`src/hw/mir_pkg.sv`:
```
// Purpose: constants for the interrupt routing and flag block
// Assumes: 8-bit special-register bus plus 16-bit external-data register bus
// Notes:   sources are indexed in polling order throughout
package mir_pkg;
    localparam int NSRC = 11;
    // special-register offsets
    localparam logic [7:0] OFS_TIMER_AND_EXT_IRQ_CONTROL_CTRL  = 8'h88;
    localparam logic [7:0] OFS_ENABLE_3RD = 8'h9a;
    localparam logic [7:0] OFS_ENABLE_1ST = 8'ha8;
    localparam logic [7:0] OFS_PRIO_LOW   = 8'ha9;
    localparam logic [7:0] OFS_ENABLE_2ND = 8'hb8;
    localparam logic [7:0] OFS_PRIO_HIGH  = 8'hb9;
    localparam logic [7:0] OFS_REQ_FLAGS  = 8'hc0;
    localparam logic [7:0] OFS_T2_CTRL    = 8'hc8;
    localparam logic [7:0] OFS_SUB_FLAGS  = 8'he8;
    // external-data offsets
    localparam logic [15:0] OFS_XFER_TICK_EN = 16'h2002;
    localparam logic [15:0] OFS_COL_PLL_EN   = 16'h2007;
    localparam logic [15:0] OFS_WD_SPI_EN    = 16'h20b0;
    localparam logic [15:0] OFS_WD_SPI_FLAG  = 16'h20b1;
    localparam logic [7:0]  REG_RESET        = 8'h00;
    // idle level of each routed line; history seeded here so reset fakes no edge
    localparam logic [6:0]  LINE_IDLE        = 7'h27;
    // source index in polling order
    localparam int SRC_EXT0 = 0;
    localparam int SRC_SER1 = 1;
    localparam int SRC_TMR0 = 2;
    localparam int SRC_EXT2 = 3;
    localparam int SRC_EXT1 = 4;
    localparam int SRC_EXT3 = 5;
    localparam int SRC_TMR1 = 6;
    localparam int SRC_EXT4 = 7;
    localparam int SRC_SER0 = 8;
    localparam int SRC_EXT5 = 9;
    localparam int SRC_EXT6 = 10;
    // bit positions
    localparam int B_TF1 = 7;
    localparam int B_TF0 = 5;
    localparam int B_IE1 = 3;
    localparam int B_IT1 = 2;
    localparam int B_IE0 = 1;
    localparam int B_IT0 = 0;
    localparam int B_EAL = 7;
    localparam int B_ES0 = 4;
    localparam int B_ET1 = 3;
    localparam int B_EX1 = 2;
    localparam int B_ET0 = 1;
    localparam int B_EX0 = 0;
    localparam int B_ES1 = 0;
    localparam int B_POL3 = 6;
    localparam int B_POL2 = 5;
    localparam int B_SF_XFER  = 0;
    localparam int B_SF_TICK  = 1;
    localparam int B_SF_COL1  = 2;
    localparam int B_SF_COL0  = 3;
    localparam int B_SF_PB    = 4;
    localparam int B_SF_WAKE  = 5;
    localparam int B_SF_PLLR  = 6;
    localparam int B_SF_PLLF  = 7;
    localparam int B_EN_XFER  = 0;
    localparam int B_EN_TICK  = 1;
    localparam int B_EN_COL   = 4;
    localparam int B_EN_PLL   = 5;
    localparam int B_WD       = 0;
    localparam int B_SPI      = 4;
    // used bits of partial registers
    localparam logic [7:0] MASK_TIMER_AND_EXT_IRQ_CONTROL  = 8'hff;
    localparam logic [7:0] MASK_ENABLE_REG_FIRST  = 8'hdf;
    localparam logic [7:0] MASK_ENABLE_REG_SECOND  = 8'h3e;
    localparam logic [7:0] MASK_ENABLE_REG_THIRD  = 8'h01;
    localparam logic [7:0] MASK_PRIO  = 8'h3f;
    localparam logic [7:0] MASK_T2    = 8'h60;
    localparam logic [7:0] MASK_EXT_IRQ_REQUEST_FLAGS = 8'h3e;
    localparam logic [7:0] MASK_WDSPI = 8'h11;
    // priority group and vector of each source, polling order
    localparam logic [2:0]  SRC_GROUP [NSRC] = '{3'h0, 3'h0, 3'h1, 3'h1, 3'h2, 3'h2,
                                                 3'h3, 3'h3, 3'h4, 3'h4, 3'h5};
    localparam logic [15:0] SRC_VECTOR [NSRC] = '{16'h0003, 16'h0083, 16'h000b, 16'h004b,
                                                  16'h0013, 16'h0053, 16'h001b, 16'h005b,
                                                  16'h0023, 16'h0063, 16'h006b};
endpackage

```
`src/hw/mir_irq.sv`:
```
// Purpose: interrupt enables, flags, routing and priority choice beside the core
// Assumes: all inputs synchronous to MCLK; event inputs are one-cycle pulses
// Notes:   register reads answer one cycle after the address is presented
`timescale 1ns/100ps
module mir_irq
    import mir_pkg::*;
(
    // clock and reset
    input  wire logic        MCLK,
    input  wire logic        SYS_RST,
    // special-register port
    input  wire logic [7:0]  SFR_ADDR,
    input  wire logic        SFR_WE,
    input  wire logic [7:0]  SFR_WDATA,
    output logic      [7:0]  SFR_RDATA,
    // external-data register port
    input  wire logic [15:0] XD_ADDR,
    input  wire logic        XD_WE,
    input  wire logic [7:0]  XD_WDATA,
    output logic      [7:0]  XD_RDATA,
    // interrupt sources
    input  wire logic        DIO_HIGH_N,
    input  wire logic        DIO_LOW_N,
    input  wire logic        TMR0_OVF,
    input  wire logic        TMR1_OVF,
    input  wire logic        SER0_REQ,
    input  wire logic        SER1_REQ,
    input  wire logic        CE_BUSY,
    input  wire logic        EEPROM_BUSY,
    input  wire logic        PLL_LOCKED,
    input  wire logic        TRANSFER_BUSY,
    input  wire logic        ONE_SECOND_TICK,
    input  wire logic        WATCHDOG_NEAR_OVERFLOW,
    input  wire logic        FLASH_COLLISION_0,
    input  wire logic        FLASH_COLLISION_1,
    input  wire logic        SPI_EVENT,
    input  wire logic        TIMED_WAKEUP,
    input  wire logic        PUSH_BUTTON,
    // core side
    input  wire logic [NSRC-1:0] ISR_ACK,
    output logic             IRQ_VALID,
    output logic      [3:0]  IRQ_INDEX,
    output logic      [1:0]  IRQ_LEVEL,
    output logic      [15:0] IRQ_VECTOR
);
    import mir_pkg::*;

    logic [7:0]  timer_and_ext_irq_control_r, enable_reg_first_r, enable_reg_second_r, enable_reg_third_r, ip0_r, ip1_r, ext_irq_polarity_control_r, ext_irq_request_flags_r;
    logic [7:0]  sub_flag_r, xfer_tick_en_r, col_pll_en_r, wd_spi_en_r, wd_spi_flag_r;
    logic [6:0]  line_prev_r;
    logic        pll_prev_r;
    logic [6:0]  line;
    logic [6:0]  ext_set;
    logic [7:0]  sub_set;
    logic [7:0]  wd_spi_set;
    logic [NSRC-1:0] req;
    logic        sfr_wr_timer_and_ext_irq_control, sfr_wr_ext_irq_request_flags, sfr_wr_sub, xd_wr_wdspi;

    function automatic logic [7:0] rd_sfr(input logic [7:0] a, input logic [7:0] tc, input logic [7:0] e0,
                                          input logic [7:0] e1, input logic [7:0] e2, input logic [7:0] p0,
                                          input logic [7:0] p1, input logic [7:0] rc, input logic [7:0] t2,
                                          input logic [7:0] sf);
        unique case (a)
            OFS_TIMER_AND_EXT_IRQ_CONTROL_CTRL:  rd_sfr = tc;
            OFS_ENABLE_1ST: rd_sfr = e0;
            OFS_ENABLE_2ND: rd_sfr = e1;
            OFS_ENABLE_3RD: rd_sfr = e2;
            OFS_PRIO_LOW:   rd_sfr = p0;
            OFS_PRIO_HIGH:  rd_sfr = p1;
            OFS_REQ_FLAGS:  rd_sfr = rc;
            OFS_T2_CTRL:    rd_sfr = t2;
            OFS_SUB_FLAGS:  rd_sfr = sf;
            default:        rd_sfr = 8'h00;
        endcase
    endfunction

    // write-zero-to-clear; ones written are ignored, hardware set wins
    function automatic logic [7:0] w0c(input logic [7:0] cur, input logic we, input logic [7:0] wd,
                                       input logic [7:0] set);
        w0c = (we ? (cur & wd) : cur) | set;
    endfunction

    assign sfr_wr_timer_and_ext_irq_control  = SFR_WE && SFR_ADDR == OFS_TIMER_AND_EXT_IRQ_CONTROL_CTRL;
    assign sfr_wr_ext_irq_request_flags = SFR_WE && SFR_ADDR == OFS_REQ_FLAGS;
    assign sfr_wr_sub   = SFR_WE && SFR_ADDR == OFS_SUB_FLAGS;
    assign xd_wr_wdspi  = XD_WE && XD_ADDR == OFS_WD_SPI_FLAG;

    // sub-source flag setting, independent of enables
    always_comb begin
        sub_set = 8'h00;
        sub_set[B_SF_XFER] = TRANSFER_BUSY;
        sub_set[B_SF_TICK] = ONE_SECOND_TICK;
        sub_set[B_SF_COL1] = FLASH_COLLISION_1;
        sub_set[B_SF_COL0] = FLASH_COLLISION_0;
        sub_set[B_SF_PB]   = PUSH_BUTTON;
        sub_set[B_SF_WAKE] = TIMED_WAKEUP;
        sub_set[B_SF_PLLR] = PLL_LOCKED & ~pll_prev_r;
        sub_set[B_SF_PLLF] = ~PLL_LOCKED & pll_prev_r;
        wd_spi_set = 8'h00;
        wd_spi_set[B_WD]  = WATCHDOG_NEAR_OVERFLOW;
        wd_spi_set[B_SPI] = SPI_EVENT;
    end

    // routed lines; wake and button flags feed no line
    always_comb begin
        line[0] = DIO_HIGH_N;
        line[1] = DIO_LOW_N;
        line[2] = ~(((sub_flag_r[B_SF_COL0] | sub_flag_r[B_SF_COL1]) & col_pll_en_r[B_EN_COL])
                  | (wd_spi_flag_r[B_SPI] & wd_spi_en_r[B_SPI]));
        line[3] = CE_BUSY;
        line[4] = (sub_flag_r[B_SF_PLLR] | sub_flag_r[B_SF_PLLF]) & col_pll_en_r[B_EN_PLL];
        line[5] = ~EEPROM_BUSY;
        line[6] = ~(~((sub_flag_r[B_SF_XFER] & xfer_tick_en_r[B_EN_XFER])
                    | (sub_flag_r[B_SF_TICK] & xfer_tick_en_r[B_EN_TICK])
                    | (wd_spi_flag_r[B_WD] & wd_spi_en_r[B_WD])));
    end

    // edge and level detection per external line
    always_comb begin
        ext_set[0] = timer_and_ext_irq_control_r[B_IT0] ? (line_prev_r[0] & ~line[0]) : ~line[0];
        ext_set[1] = timer_and_ext_irq_control_r[B_IT1] ? (line_prev_r[1] & ~line[1]) : ~line[1];
        ext_set[2] = ext_irq_polarity_control_r[B_POL2] ? (~line_prev_r[2] & line[2]) : (line_prev_r[2] & ~line[2]);
        ext_set[3] = ext_irq_polarity_control_r[B_POL3] ? (~line_prev_r[3] & line[3]) : (line_prev_r[3] & ~line[3]);
        ext_set[4] = ~line_prev_r[4] & line[4];
        ext_set[5] = ~line_prev_r[5] & line[5];
        ext_set[6] = ~line_prev_r[6] & line[6];
    end

    always_ff @(posedge MCLK) begin
        if (SYS_RST) begin
            line_prev_r <= LINE_IDLE;
            pll_prev_r  <= 1'b0;
        end else begin
            line_prev_r <= line;
            pll_prev_r  <= PLL_LOCKED;
        end
    end

    // control registers
    always_ff @(posedge MCLK) begin
        if (SYS_RST) begin
            enable_reg_first_r  <= REG_RESET;
            enable_reg_second_r  <= REG_RESET;
            enable_reg_third_r  <= REG_RESET;
            ip0_r   <= REG_RESET;
            ip1_r   <= REG_RESET;
            ext_irq_polarity_control_r <= REG_RESET;
        end else if (SFR_WE) begin
            if (SFR_ADDR == OFS_ENABLE_1ST) enable_reg_first_r <= SFR_WDATA & MASK_ENABLE_REG_FIRST;
            if (SFR_ADDR == OFS_ENABLE_2ND) enable_reg_second_r <= SFR_WDATA & MASK_ENABLE_REG_SECOND;
            if (SFR_ADDR == OFS_ENABLE_3RD) enable_reg_third_r <= SFR_WDATA & MASK_ENABLE_REG_THIRD;
            if (SFR_ADDR == OFS_PRIO_LOW)   ip0_r  <= SFR_WDATA & MASK_PRIO;
            if (SFR_ADDR == OFS_PRIO_HIGH)  ip1_r  <= SFR_WDATA & MASK_PRIO;
            if (SFR_ADDR == OFS_T2_CTRL)    ext_irq_polarity_control_r <= SFR_WDATA & MASK_T2;
        end
    end

    always_ff @(posedge MCLK) begin
        if (SYS_RST) begin
            xfer_tick_en_r <= REG_RESET;
            col_pll_en_r   <= REG_RESET;
            wd_spi_en_r    <= REG_RESET;
        end else if (XD_WE) begin
            if (XD_ADDR == OFS_XFER_TICK_EN) xfer_tick_en_r <= XD_WDATA;
            if (XD_ADDR == OFS_COL_PLL_EN)   col_pll_en_r   <= XD_WDATA;
            if (XD_ADDR == OFS_WD_SPI_EN)    wd_spi_en_r    <= XD_WDATA & MASK_WDSPI;
        end
    end

    // main flags: software may write, vectoring clears, hardware set wins
    always_ff @(posedge MCLK) begin
        if (SYS_RST) begin
            timer_and_ext_irq_control_r  <= REG_RESET;
            ext_irq_request_flags_r <= REG_RESET;
        end else begin
            timer_and_ext_irq_control_r <= sfr_wr_timer_and_ext_irq_control ? (SFR_WDATA & MASK_TIMER_AND_EXT_IRQ_CONTROL) : timer_and_ext_irq_control_r;
            timer_and_ext_irq_control_r[B_TF0] <= ((sfr_wr_timer_and_ext_irq_control ? SFR_WDATA[B_TF0] : timer_and_ext_irq_control_r[B_TF0]) & ~ISR_ACK[SRC_TMR0])
                             | TMR0_OVF;
            timer_and_ext_irq_control_r[B_TF1] <= ((sfr_wr_timer_and_ext_irq_control ? SFR_WDATA[B_TF1] : timer_and_ext_irq_control_r[B_TF1]) & ~ISR_ACK[SRC_TMR1])
                             | TMR1_OVF;
            timer_and_ext_irq_control_r[B_IE0] <= ((sfr_wr_timer_and_ext_irq_control ? SFR_WDATA[B_IE0] : timer_and_ext_irq_control_r[B_IE0]) & ~ISR_ACK[SRC_EXT0])
                             | ext_set[0];
            timer_and_ext_irq_control_r[B_IE1] <= ((sfr_wr_timer_and_ext_irq_control ? SFR_WDATA[B_IE1] : timer_and_ext_irq_control_r[B_IE1]) & ~ISR_ACK[SRC_EXT1])
                             | ext_set[1];
            ext_irq_request_flags_r <= (((sfr_wr_ext_irq_request_flags ? SFR_WDATA : ext_irq_request_flags_r)
                        & ~{2'b00, ISR_ACK[SRC_EXT6], ISR_ACK[SRC_EXT5], ISR_ACK[SRC_EXT4],
                            ISR_ACK[SRC_EXT3], ISR_ACK[SRC_EXT2], 1'b0})
                        | {2'b00, ext_set[6:2], 1'b0}) & MASK_EXT_IRQ_REQUEST_FLAGS;
        end
    end

    // sub-source flags; a bit operation here can lose a flag set mid-macro
    always_ff @(posedge MCLK) begin
        if (SYS_RST) begin
            sub_flag_r    <= REG_RESET;
            wd_spi_flag_r <= REG_RESET;
        end else begin
            sub_flag_r    <= w0c(sub_flag_r, sfr_wr_sub, SFR_WDATA, sub_set);
            wd_spi_flag_r <= w0c(wd_spi_flag_r, xd_wr_wdspi, XD_WDATA, wd_spi_set) & MASK_WDSPI;
        end
    end

    // gated requests in polling order
    always_comb begin
        req[SRC_EXT0] = timer_and_ext_irq_control_r[B_IE0] & enable_reg_first_r[B_EX0];
        req[SRC_SER1] = SER1_REQ & enable_reg_third_r[B_ES1];
        req[SRC_TMR0] = timer_and_ext_irq_control_r[B_TF0] & enable_reg_first_r[B_ET0];
        req[SRC_EXT2] = ext_irq_request_flags_r[1] & enable_reg_second_r[1];
        req[SRC_EXT1] = timer_and_ext_irq_control_r[B_IE1] & enable_reg_first_r[B_EX1];
        req[SRC_EXT3] = ext_irq_request_flags_r[2] & enable_reg_second_r[2];
        req[SRC_TMR1] = timer_and_ext_irq_control_r[B_TF1] & enable_reg_first_r[B_ET1];
        req[SRC_EXT4] = ext_irq_request_flags_r[3] & enable_reg_second_r[3];
        req[SRC_SER0] = SER0_REQ & enable_reg_first_r[B_ES0];
        req[SRC_EXT5] = ext_irq_request_flags_r[4] & enable_reg_second_r[4];
        req[SRC_EXT6] = ext_irq_request_flags_r[5] & enable_reg_second_r[5];
        req = req & {NSRC{enable_reg_first_r[B_EAL]}};
    end

    // choose highest level, then first in polling order; registered for timing
    always_ff @(posedge MCLK) begin
        logic       found;
        logic [1:0] lvl;
        logic [1:0] best_lvl;
        logic [3:0] best;
        found = 1'b0;
        lvl = 2'd0;
        best_lvl = 2'd0;
        best = 4'd0;
        for (int i = 0; i < NSRC; i++) begin
            lvl = {ip1_r[SRC_GROUP[i]], ip0_r[SRC_GROUP[i]]};
            if (req[i] && (!found || lvl > best_lvl)) begin
                found = 1'b1;
                best_lvl = lvl;
                best = 4'(i);
            end
        end
        if (SYS_RST) begin
            IRQ_VALID  <= 1'b0;
            IRQ_INDEX  <= 4'h0;
            IRQ_LEVEL  <= 2'h0;
            IRQ_VECTOR <= 16'h0000;
        end else begin
            IRQ_VALID  <= found & ~|ISR_ACK;
            IRQ_INDEX  <= best;
            IRQ_LEVEL  <= best_lvl;
            IRQ_VECTOR <= SRC_VECTOR[best];
        end
    end

    // read data
    always_ff @(posedge MCLK) begin
        if (SYS_RST) begin
            SFR_RDATA <= 8'h00;
            XD_RDATA  <= 8'h00;
        end else begin
            SFR_RDATA <= rd_sfr(SFR_ADDR, timer_and_ext_irq_control_r, enable_reg_first_r, enable_reg_second_r, enable_reg_third_r, ip0_r, ip1_r,
                                ext_irq_request_flags_r, ext_irq_polarity_control_r, sub_flag_r);
            unique case (XD_ADDR)
                OFS_XFER_TICK_EN: XD_RDATA <= xfer_tick_en_r;
                OFS_COL_PLL_EN:   XD_RDATA <= col_pll_en_r;
                OFS_WD_SPI_EN:    XD_RDATA <= wd_spi_en_r;
                OFS_WD_SPI_FLAG:  XD_RDATA <= wd_spi_flag_r;
                default:          XD_RDATA <= 8'h00;
            endcase
        end
    end
endmodule

```
`config.mk`:
```
export PLATFORM = sky130hd
export DESIGN_NAME = mir_irq
export DESIGN_NICKNAME = d
export VERILOG_FILES = /design/src/hw/mir_pkg.sv /design/src/hw/mir_irq.sv
export SDC_FILE = /design/constraint.sdc
export NUM_CORES = 1
export LEC_CHECK = 0
export BUFFER_PORTS_ARGS = -buffer_cell sky130_fd_sc_hd__buf_2
export CAP_MARGIN = 40
export CELL_PAD_IN_SITES_DETAIL_PLACEMENT = 0
export CELL_PAD_IN_SITES_GLOBAL_PLACEMENT = 2
export CORE_ASPECT_RATIO = 1.1
export CORE_MARGIN = 5
export CORE_UTILIZATION = 32
export CTS_CLUSTER_DIAMETER = 120
export DETAILED_ROUTE_END_ITERATION = 16
export GPL_TIMING_DRIVEN = 0
export PLACE_DENSITY = 0.78
export SLEW_MARGIN = 20
export SYNTH_ARGS = -nofsm -noshare
export SYNTH_HDL_FRONTEND = slang
export SYNTH_SLANG_ARGS = --single-unit
```
`constraint.sdc`:
```
create_clock -name MCLK -period 13.45 [get_ports MCLK]
set_input_delay 2.69 -clock MCLK [delete_from_list [all_inputs] [get_ports MCLK]]
set_output_delay 2.69 -clock MCLK [all_outputs]
set_load 0.02 [all_outputs]
```
==> out/results.tsv, run 1 <==
stage	metric	value	unit
run_status	outcome	finished, final reports clean	
cells_and_area	stdcell_area	0.00643	sq mm
clocking	cts_hold_buf	0	
synthesis	ys.flop_type	dfxtp_1	
pwr	p_per_area	99.5	mW/mm^2
clocking	numCtsBuffers	9	
detailed_routing	drt_pass1_iterations	5	
floorplan	core-area	0.0158	sq mm
clocking	htree_levels	3	
grt	first_global_vias	4922	
synthesis	synth_edf_count	0	
floorplan	die_w	131	microns
clocking	cts_max_path_buffers	2	
grt	gr-total-overflow	0	
place	gp_congestion	0.838	
detailed_routing	num_vias	4944	
synthesis	netlist_instances	615	
cells_and_area	area_delta_synth_final	24.3	%
cells_and_area	drive_gt1_share	23.7	%
synthesis	yosys.area.top_type	dfxtp_1	
pwr	leakage	2.61	nW
critical_path	slowest_stage	mux2_2	
critical_path	worstPathMaxFanout	5	
timing	fin_setup_tns	0	ns
worst_hold_path	hold_depth	2	
place	place_area	0.00594	sq mm
detailed_routing	final_antenna_net_count	0	
synthesis	syn_area	0.00517	sq mm
timing	skew	0.00862	ns
synthesis	synth_top_area_share	40.2	%
floorplan	start_util	32.8	%
place	dp_hpwl	13600	microns
synthesis	synth.ff_latch_count	104	
cells_and_area	insertedDiodeCount	0	
critical_path	crit_arrival	13.00	ns
grt	antenna_found_initial	1	
timing	report.final.hold_viol_count	0	
grt	grt_usage	17.9	%
detailed_routing	drt-initial-drc-count	349	
timing	period_minus_slack	12.76	ns
critical_path	crit_type	input port to flip-flop	
synthesis	ys_types	65	
critical_path	startpoint_type	input port	
synthesis	synth.most_common_cell	dfxtp_1	
clocking	clk_latency	0.36	ns
flow_run	cap_violations	0	
detailed_routing	avgRoutedWirePerCell	18.3	microns
synthesis	async_flop_share	0	%
floorplan	die_h	143	microns
cells_and_area	fin_util	40.7	%
grt	grt_pass1_wl	26600	microns
critical_path	worst_path_most_repeated_cell	ha_1	
synthesis	postSynthAreaPerCell	8.41	sq um
critical_path	worstPathRequired	13.68	ns
floorplan	ioPinCount	111	
timing	setup_violations	0	
pwr	ir_worst_vdd	0.0513	mV
cells_and_area	nets	827	
critical_path	cp_num_cells	59	
place	port_buffers	98	
synthesis	synth.cells.most_frequent	dfxtp_1 (104), nand2_1 (70), a21oi_1 (63)	
critical_path	cp-end-kind	flip-flop	
timing	relSlewSlack	48.0	%
floorplan	dieArea	0.0188	sq mm
clocking	cts_tree	yes	
synthesis	synthTopCellsByArea	dfxtp_1 (40%), mux2i_1 (7.9%), a21oi_1 (6.1%)	
critical_path	rr_worst_depth	58	
timing	slew_violations	0	
synthesis	yosysWarnings	0	
timing	tightestPinTransition	0.780	ns
critical_path	crit_path_max_incr_delay	0.38	ns
synthesis	seq_area_frac_synth	40.2	%
critical_path	worst-path-buf-inv	4	
timing	max_freq	78.4	MHz
detailed_routing	wl	17300	microns
timing	fin_crit_sh	94.9	%
detailed_routing	via_per_inst	5.22	
critical_path	critical_path.top_delay_family	compound AO/OA/AOI/OAI gates	
clocking	clockRootBuffer	clkbuf_16	
clocking	cts_num_sinks	104	
floorplan	rows	48	
clocking	path_clk_slew	0.07	ns
cells_and_area	n_fill_cell	1639	
worst_hold_path	hp-class	flip-flop to flip-flop	
grt	grt_max_degree	21	
detailed_routing	drcViolationCount	0	
-- where the power goes --
group          switching [W]  total (W)  internal [W]
registers         0.00000409   0.000316      0.000312
logic              0.0000263  0.0000426     0.0000163
clock network       0.000131   0.000281      0.000150
-- layout by cell type (no fill, tap or decap), types with 3 or more instances in the layout --
cell type,synthesis,routed
a21o_1,4,4
a21oi_1,63,60
a21oi_2,0,3
a221oi_1,5,5
a222oi_1,3,3
a22o_1,3,3
a22oi_1,12,12
and2_1,5,5
and3_1,5,5
buf_2,2,100
buf_4,11,21
clkbuf_1,22,22
clkbuf_16,0,9
conb_1,1,9
dfxtp_1,104,104
ha_1,12,12
inv_1,24,24
mux2i_1,41,41
nand2_1,70,70
nand2b_1,7,7
nand3_1,40,40
nand3b_1,3,3
nand4_1,5,5
nor2_1,62,58
nor2b_1,8,8
nor3_1,7,6
nor4_1,3,3
nor4b_1,5,5
o21ai_0,23,20
o221ai_1,3,3
o22a_1,3,3
o22ai_1,5,4
or2_2,3,3
-- cell type report --
class                   count  area [sq um]  area share, %
plain buffers              35           175           2.72
clock buffers               9           225           3.50
clock inverters             7          95.1           1.48
inverters                  25          93.8           1.46
multi-input cells         459          2940           45.7
flip-flops and latches    104          2080           32.4
well taps                 200           250           3.89
repair buffers            109           571           8.87
-- routing by layer --
layer  wire length [microns]  share of wire (%)  GRT usage, %
met1                    7260                 42          20.6
met2                    8900                 51          32.8
met3                     669                3.9          3.01
met4                     471                2.7          7.44
met5                      13              0.075             0
-- per-stage QoR --
step	hold WS, ns	setup slack, ns	total power [W]	std cells
6_report	0.455	0.688	0.000640	948
3_3_place_gp	0.436	-0.710	0.000365	921
4_1_cts	0.459	0.0245	0.000647	939
3_5_place_dp	0.443	-0.953	0.000365	921
2_1_floorplan	0.430	0.829	0.000342	623
5_1_grt	0.476	-0.0664	0.000665	948
-- path summary, 6_finish.rpt --
path / startpoint / end / slack [ns]
worst max-delay path: SER1_REQ / IRQ_VECTOR[6]$_SDFF_PP0_ / 0.69
worst min-delay path: col_pll_en_r[1]$_SDFFE_PP0P_ / col_pll_en_r[1]$_SDFFE_PP0P_ / 0.46
worst max register to register: timer_and_ext_irq_control_r[1]$_SDFF_PP0_ / IRQ_VECTOR[6]$_SDFF_PP0_ / 2.67
worst min register to register: col_pll_en_r[1]$_SDFFE_PP0P_ / col_pll_en_r[1]$_SDFFE_PP0P_ / 0.46
-- what timing repair did --
action,in CTS,in global routing
pin swaps,2,14
resized for setup,8,15
buffers inserted,2,7
endpoints found under the setup margin,10,10
-- worst min-delay path, stage by stage (launching register included) --
cell	delay, ns
dfxtp_1	0.31
nand2_1	0.05
a21oi_1	0.05
-- logic make-up (layout without fill, tap and decap cells) --
kind of cell / count (synthesis) / after routing / share of synthesized area [%]
multiplexers: 43 / 43 / 8.37
other: 1 / 9 / 0.0725
AND/OR/NAND/NOR: 234 / 234 / 22.1
adder cells (fa/ha/maj): 13 / 13 / 3.10
AO/OA/AOI/OAI: 159 / 159 / 20.8
flip-flops: 104 / 104 / 40.2
buffers and inverters: 60 / 185 / 5.20
XOR/XNOR: 1 / 1 / 0.169
-- registers in the layout, summed over array words and instances (netlist names), 2 cells and up --
| register | cells |
|---|---|
| enable_reg_first_r | 7 |
| ext_irq_polarity_control_r | 2 |
| sub_flag_r | 8 |
| col_pll_en_r | 8 |
| xfer_tick_en_r | 8 |
| XD_RDATA | 8 |
| ip1_r | 6 |
| IRQ_INDEX | 4 |
| IRQ_LEVEL | 2 |
| ext_irq_request_flags_r | 5 |
| SFR_RDATA | 8 |
| line_prev_r | 7 |
| wd_spi_flag_r | 2 |
| wd_spi_en_r | 2 |
| ip0_r | 6 |
| timer_and_ext_irq_control_r | 8 |
| enable_reg_second_r | 5 |
| IRQ_VECTOR | 5 |
Note: power is estimated with default switching activity, not from simulation.
==> run 2: changes to the inputs <==
--- a/config.mk
+++ b/config.mk
@@ -5,13 +5,13 @@
 export SDC_FILE = /design/constraint.sdc
 export NUM_CORES = 1
 export LEC_CHECK = 0
+export ABC_AREA = 1
 export BUFFER_PORTS_ARGS = -buffer_cell sky130_fd_sc_hd__buf_2
 export CAP_MARGIN = 40
 export CELL_PAD_IN_SITES_DETAIL_PLACEMENT = 0
 export CELL_PAD_IN_SITES_GLOBAL_PLACEMENT = 2
 export CORE_ASPECT_RATIO = 1.1
-export CORE_MARGIN = 5
-export CORE_UTILIZATION = 32
+export CORE_UTILIZATION = 30
 export CTS_CLUSTER_DIAMETER = 120
 export DETAILED_ROUTE_END_ITERATION = 16
 export GPL_TIMING_DRIVEN = 0
==> out/results.tsv, run 2 <==
stage	metric	value	unit	change
pwr	netSwitchingFraction	24.3	%	-0.92 points
clocking	htree_levels	3		unchanged
timing	period_minus_slack	11.64	ns	-1.12 ns
synthesis	muxShareOfSynthArea	0	%	-8.4 points
floorplan	core-area	0.0170	sq mm	+7.7%
run_status	outcome	finished, final reports clean		
pwr	p_per_area	102	mW/mm^2	+2.9%
synthesis	synth_compound_area_share	21.0	%	+0.20 points
cells_and_area	drive_gt1_share	18.4	%	-5.3 points
place	port_buffers	100		+2.0%
cells_and_area	insertedDiodeCount	0		unchanged
place	dp_hpwl	13400	microns	-0.87%
pwr	p_switching	0.000158	W	-1.9%
clocking	cts_max_path_buffers	2		unchanged
cells_and_area	final_common_cell	inv_1		
synthesis	synthTopCellsByArea	dfxtp_1 (40%), inv_1 (9.5%), nand2_1 (7.5%)		
detailed_routing	drt_pass1_iterations	4		-1
synthesis	synth_top_area_share	40.0	%	-0.21 points
grt	grt_usage	19.8	%	+1.9 points
critical_path	worstPathRequired	13.70	ns	+0.02 ns
critical_path	crit_arrival	11.89	ns	-1.11 ns
synthesis	netlist_instances	740		+20%
detailed_routing	final_antenna_net_count	0		unchanged
cells_and_area	area_delta_synth_final	22.3	%	
timing	fin_crit_sh	86.6	%	-8.3 points
synthesis	seq_area_frac_synth	40.0	%	-0.21 points
detailed_routing	via_per_inst	4.74		-9.2%
timing	max_freq	85.9	MHz	+9.6%
cells_and_area	final_cell_mix	inv_1 (132), dfxtp_1 (104), nand2_1 (104)		
synthesis	synth_edf_count	0		unchanged
timing	setup_violations	0		unchanged
cells_and_area	n_fill_cell	1912		+17%
timing	relSlewSlack	45.8	%	-2.2 points
cells_and_area	nets	944		+14%
critical_path	crit_path_max_incr_delay	0.33	ns	-0.05 ns
synthesis	syn_area	0.00520	sq mm	+0.53%
grt	grt_max_degree	19		-9.5%
grt	first_global_vias	5081		+3.2%
pwr	clkPwrFrac	44.8	%	+0.8 points
pwr	leakage	2.93	nW	+12%
synthesis	postSynthAreaPerCell	7.03	sq um	-16%
clocking	numCtsBuffers	9		unchanged
pwr	p_seq_share	48.3	%	-1.1 points
critical_path	startpoint_type	input port		
timing	rsz0062_at_grt	no		
synthesis	synth.most_common_cell	inv_1		
cells_and_area	multi_input_area	0.00251	sq mm	-15%
detailed_routing	num_vias	5204		+5.3%
flow_run	cap_violations	0		unchanged
timing	slew_violations	0		unchanged
synthesis	synthSimpleGateAreaFrac	23.6	%	+1.6 points
detailed_routing	wl	17000	microns	-1.5%
clocking	cts_setup_buffers	0		-2
floorplan	die_h	140	microns	-2.3%
floorplan	start_util	30.6	%	-2.2 points
floorplan	dieArea	0.0179	sq mm	-5.0%
critical_path	worstPathMaxFanout	9		+4
detailed_routing	drcViolationCount	0		unchanged
detailed_routing	drt-initial-drc-count	295		-15%
clocking	cts_tree	yes		
critical_path	worst_path_most_repeated_cell	nand2_1		
synthesis	yosysWarnings	0		unchanged
synthesis	synthXorXnorAreaFrac	0	%	-0.17 points
floorplan	die_w	128	microns	-2.8%
detailed_routing	avgRoutedWirePerCell	15.5	microns	-15%
grt	gr-total-overflow	0		unchanged
floorplan	ioPinCount	111		unchanged
clocking	cts_hold_buf	0		unchanged
synthesis	async_flop_share	0	%	unchanged
timing	fin_setup_tns	0	ns	unchanged
synthesis	ys.flop_type	dfxtp_1		
synthesis	synth-adder-area-share	2.89	%	-0.21 points
timing	tightestPinTransition	0.803	ns	+0.0229 ns
timing	report.final.hold_viol_count	0		unchanged
critical_path	crit_type	input port to flip-flop		
critical_path	r2r_slack	3.60	ns	+0.93 ns
clocking	clockRootBuffer	clkbuf_16		
critical_path	slowest_stage	a21oi_1		
timing	worst_hold_slack	0.427	ns	-0.0289 ns
critical_path	cp-end-kind	flip-flop		
clocking	cts_num_sinks	104		unchanged
timing	skew	0.00572	ns	-0.00290 ns
worst_hold_path	hp-class	flip-flop to flip-flop		
synthesis	yosys.area.top_type	dfxtp_1		
pwr	intPower	0.000493	W	+3.1%
grt	antenna_found_initial	0		-1
pwr	ir_worst_vdd	0.0579	mV	+13%
place	gp_congestion	0.875		+4.5%
synthesis	synth.ff_latch_count	104		unchanged
clocking	clk_latency	0.35	ns	about the same
pwr	p_comb_share	6.9	%	+0.2 points
grt	grt_pass1_wl	26800	microns	+0.62%
clocking	path_clk_slew	0.07	ns	about the same
cells_and_area	register_area	0.00208	sq mm	unchanged
synthesis	ys_types	45		-31%
synthesis	synth.cells.most_frequent	inv_1 (132), dfxtp_1 (104), nand2_1 (104)		
floorplan	rows	50		+4.2%
synthesis	synth_top_family_by_area	simple AND/OR/NAND/NOR gates		
clocking	post_cts_resized	0		-8
run 2: changes by cell type in the layout (fill, tap and decap cells not counted), sizes merged, moves of 9 or more:
cell and change:
nor3 +9, inv +108, mux2i -41, clkbuf -9, a22oi -15, nor2 +21, nand2 +49, o21ai +55
run 2: path summary, 6_finish.rpt:
path / from / to / depth (start not counted)
setup reg to reg: enable_reg_first_r[7]$_SDFFE_PP0P_ / IRQ_VECTOR[6]$_SDFF_PP0_ / 72
setup / recovery: SER1_REQ / IRQ_VECTOR[6]$_SDFF_PP0_ / 73
hold / removal: line_prev_r[6]$_SDFF_PP0_ / ext_irq_request_flags_r[5]$_SDFF_PP0_ / 1
hold reg to reg: line_prev_r[6]$_SDFF_PP0_ / ext_irq_request_flags_r[5]$_SDFF_PP0_ / 1
run 2: layout make-up:
type / instances / area share (%)
plain buffers: 26 / 2.20
multi-input cells: 484 / 39.5
flip-flops and latches: 104 / 32.7
inverters: 134 / 7.90
repair buffers: 101 / 7.94
clock inverters: 7 / 1.59
well taps: 234 / 4.60
clock buffers: 9 / 3.54
run 2: logic make-up (layout without fill, tap and decap cells):
family          after synthesis  in the layout
simple gates                269            269
compound gates              194            194
buf+inv                     160            277
flops                       104            104
fa+ha+maj                    12             12
other cells                   1              9
run 2: power groups by stage:
| stage | clock, W | sequential [W] | combinational, W |
|---|---|---|---|
| floorplan | 0 | 0.000321 | 0.0000211 |
| global placement | 0 | 0.000322 | 0.0000445 |
| detailed placement | 0 | 0.000322 | 0.0000448 |
| CTS | 0.000300 | 0.000315 | 0.0000449 |
| global route | 0.000314 | 0.000315 | 0.0000493 |
| finish | 0.000292 | 0.000315 | 0.0000446 |
run 2: worst max-delay path, delay by kind of cell:
kind	cells	cell delay, ns
compound gates	13	2.28
fa+ha+maj	9	2.51
buf+inv	11	0.88
simple gates	40	3.54
run 2: metrics by stage:
step                worst slack, ns  total power, W  util (%)  std cells  cell area, sq um
finish                         1.81        0.000652      37.4       1099              6360
global route                  0.664        0.000679      37.4       1099              6360
CTS                            1.79        0.000660      37.4       1099              6360
detailed placement             1.42        0.000367      35.5       1083              6040
global placement               1.67        0.000366      35.4       1082              6020
floorplan                      2.80        0.000342         -        748              5230
run 2: routing by layer:
layer  vias to the layer above  part of all wire (%)  GRT usage (%)  routed length, microns
li1                       2656                     -              -                       -
met1                      2406                    45           24.7                    7610
met2                       123                    50           34.7                    8440
met3                        19                   4.1           2.64                     691
met4                         0                   1.8           6.95                     307
met5                         -                     0              0                       0
==> run 3: changes to the inputs <==
--- a/config.mk
+++ b/config.mk
@@ -15,7 +15,7 @@
 export CTS_CLUSTER_DIAMETER = 120
 export DETAILED_ROUTE_END_ITERATION = 16
 export GPL_TIMING_DRIVEN = 0
-export PLACE_DENSITY = 0.78
+export PLACE_DENSITY_LB_ADDON = 0.05
 export SLEW_MARGIN = 20
 export SYNTH_ARGS = -nofsm -noshare
 export SYNTH_HDL_FRONTEND = slang
==> out/results.tsv, run 3 (same netlist as run 2, synthesis figures left out) <==
stage	metric	value	unit	change
grt	grt_max_degree	19		unchanged
pwr	leakage	2.93	nW	about the same
cells_and_area	nets	945		+0.11%
place	pre_cts_slack	1.46	ns	+0.0402 ns
timing	max_freq	86.9	MHz	+1.2%
floorplan	core-area	0.0170	sq mm	unchanged
timing	setup_violations	0		unchanged
cells_and_area	stdcell_area	0.00637	sq mm	+0.12%
pwr	power.total	0.000650	W	-0.19%
floorplan	ioPinCount	111		unchanged
grt	antenna_found_initial	0		unchanged
clocking	post_cts_resized	0		unchanged
grt	grt_pass1_wl	26900	microns	+0.54%
critical_path	startpoint_type	input port		
cells_and_area	fin_util	37.4	%	+0.044 points
detailed_routing	wl	17300	microns	+1.4%
critical_path	crit_arrival	11.75	ns	-0.14 ns
grt	grt_util_met1	26.2	%	+1.5 points
place	dp_hpwl	13400	microns	about the same
clocking	cts_setup_buffers	0		unchanged
clocking	clockRootBuffer	clkbuf_16		
cells_and_area	area_delta_synth_final	22.5	%	
place	place_area	0.00604	sq mm	about the same
floorplan	rows	50		unchanged
clocking	cts_max_path_buffers	2		unchanged
timing	skew	0.00959	ns	+0.00387 ns
detailed_routing	drcViolationCount	0		unchanged
floorplan	die_w	128	microns	unchanged
detailed_routing	num_vias	5153		-0.98%
cells_and_area	insertedDiodeCount	0		unchanged
clocking	cts_num_sinks	104		unchanged
timing	rsz0062_at_grt	no		
timing	tightestPinTransition	0.772	ns	-0.0304 ns
critical_path	worst_path_most_repeated_cell	nand2_1		
cells_and_area	final_cell_mix	inv_1 (132), dfxtp_1 (104), nand2_1 (104)		
floorplan	die_h	140	microns	unchanged
clocking	path_clk_slew	0.08	ns	about the same
cells_and_area	n_fill_cell	1917		+0.26%
critical_path	worstPathRequired	13.70	ns	about the same
pwr	p_per_area	102	mW/mm^2	-0.31%
clocking	cts_hold_buf	0		unchanged
detailed_routing	via_per_inst	4.68		-1.1%
worst_hold_path	min_to	ext_irq_request_flags_r[5]$_SDFF_PP0_		
critical_path	cp-end-kind	flip-flop		
critical_path	r2r_slack	3.72	ns	+0.12 ns
grt	gr-total-overflow	0		unchanged
critical_path	crit_path_max_incr_delay	0.32	ns	about the same
worst_hold_path	hold_path_startpoint	line_prev_r[6]$_SDFF_PP0_		
cells_and_area	final_common_cell	inv_1		
clocking	clk_latency	0.35	ns	about the same
critical_path	slowest_stage	a21oi_1		
timing	worst_slack	1.95	ns	+0.138 ns
cells_and_area	multi_input_area	0.00251	sq mm	unchanged
critical_path	crit_type	input port to flip-flop		
grt	first_global_vias	4964		-2.3%
cells_and_area	register_area	0.00208	sq mm	unchanged
timing	slew_violations	0		unchanged
critical_path	rr_worst_depth	72		unchanged
cells_and_area	drive_gt1_share	18.5	%	+0.094 points
detailed_routing	avgRoutedWirePerCell	15.7	microns	+1.3%
clocking	cts_tree	yes		
timing	fin_setup_tns	0	ns	unchanged
place	port_buffers	100		unchanged
clocking	numCtsBuffers	9		unchanged
floorplan	start_util	30.6	%	unchanged
critical_path	worstPathMaxFanout	9		unchanged
timing	relSlewSlack	48.2	%	+2.4 points
flow_run	cap_violations	0		unchanged
clocking	htree_levels	3		unchanged
critical_path	reg2reg_from	enable_reg_first_r[7]$_SDFFE_PP0P_		
critical_path	rr_endpoint	IRQ_VECTOR[6]$_SDFF_PP0_		
worst_hold_path	hp-class	flip-flop to flip-flop		
timing	report.final.hold_viol_count	0		unchanged
floorplan	dieArea	0.0179	sq mm	unchanged
timing	period_minus_slack	11.50	ns	-0.138 ns
detailed_routing	final_antenna_net_count	0		unchanged
grt	grt_usage	20.1	%	+0.37 points
grt	use_met2	34.3	%	-0.37 points
detailed_routing	drt-initial-drc-count	279		-5.4%
run_status	outcome	finished, final reports clean		
detailed_routing	drt_pass1_iterations	5		+1
grt	grt.busiest_layer	met2		
pwr	ir_worst_vdd	0.0499	mV	-14%
place	gp_congestion	0.833		-4.8%
worst_hold_path	hold_depth	1		unchanged
timing	fin_crit_sh	85.5	%	-1.0 points
grt	grt_use_met3	2.48	%	-0.15 points
==> run 3: cell types whose count changed in the layout (fill, tap and decap cells not counted), sizes merged <==
cell      before  now
buf          113  114
clkinv         2    0
clkinvlp       1    2
inv          136  137
==> run 3: metrics by stage <==
step                      hold WS, ns  std cells
after floorplan                 0.401        748
after global placement          0.412       1082
after detailed placement        0.418       1083
after CTS                       0.433       1099
after global routing            0.437       1100
final                           0.436       1100
==> run 3: worst max-delay path by stage <==
stage	startpoint	end	slack, ns	cells past startpoint
after floorplan	SER1_REQ	IRQ_VECTOR[6]$_SDFF_PP0_	2.80	72
after global placement	SER1_REQ	IRQ_VECTOR[6]$_SDFF_PP0_	1.45	73
after detailed placement	SER1_REQ	IRQ_VECTOR[6]$_SDFF_PP0_	1.46	73
after CTS	SER1_REQ	IRQ_VECTOR[6]$_SDFF_PP0_	1.80	72
after global routing	SER1_REQ	IRQ_VECTOR[6]$_SDFF_PP0_	0.67	73
final	SER1_REQ	IRQ_VECTOR[6]$_SDFF_PP0_	1.95	73
==> run 3: worst max-delay path, delay by kind of cell <==
| kind | cells | cell delay, ns |
|---|---|---|
| simple gates | 40 | 3.45 |
| fa+ha+maj | 9 | 2.48 |
| compound gates | 13 | 2.27 |
| buf+inv | 11 | 0.86 |
==> run 3: power by group <==
part	internal, W	switching (W)	leakage, nW
logic	0.0000159	0.0000286	1.93
registers	0.000312	0.00000300	0.844
clock network	0.000165	0.000126	0.153
==> run 3: final cells by class <==
class | count | share of cell area [%]
Clock inverter | 7 | 1.59
Multi-Input combinational cell | 484 | 39.5
Timing Repair Buffer | 102 | 8.05
Buffer | 26 | 2.20
Tap cell | 234 | 4.60
Inverter | 134 | 7.89
Clock buffer | 9 | 3.53
Sequential cell | 104 | 32.7
==> run 3: metal layers <==
layer / wire [microns] / share of wire [%]
met5: 0 / 0
met4: 276 / 1.6
met3: 701 / 4.1
met2: 8190 / 47
met1: 8110 / 47
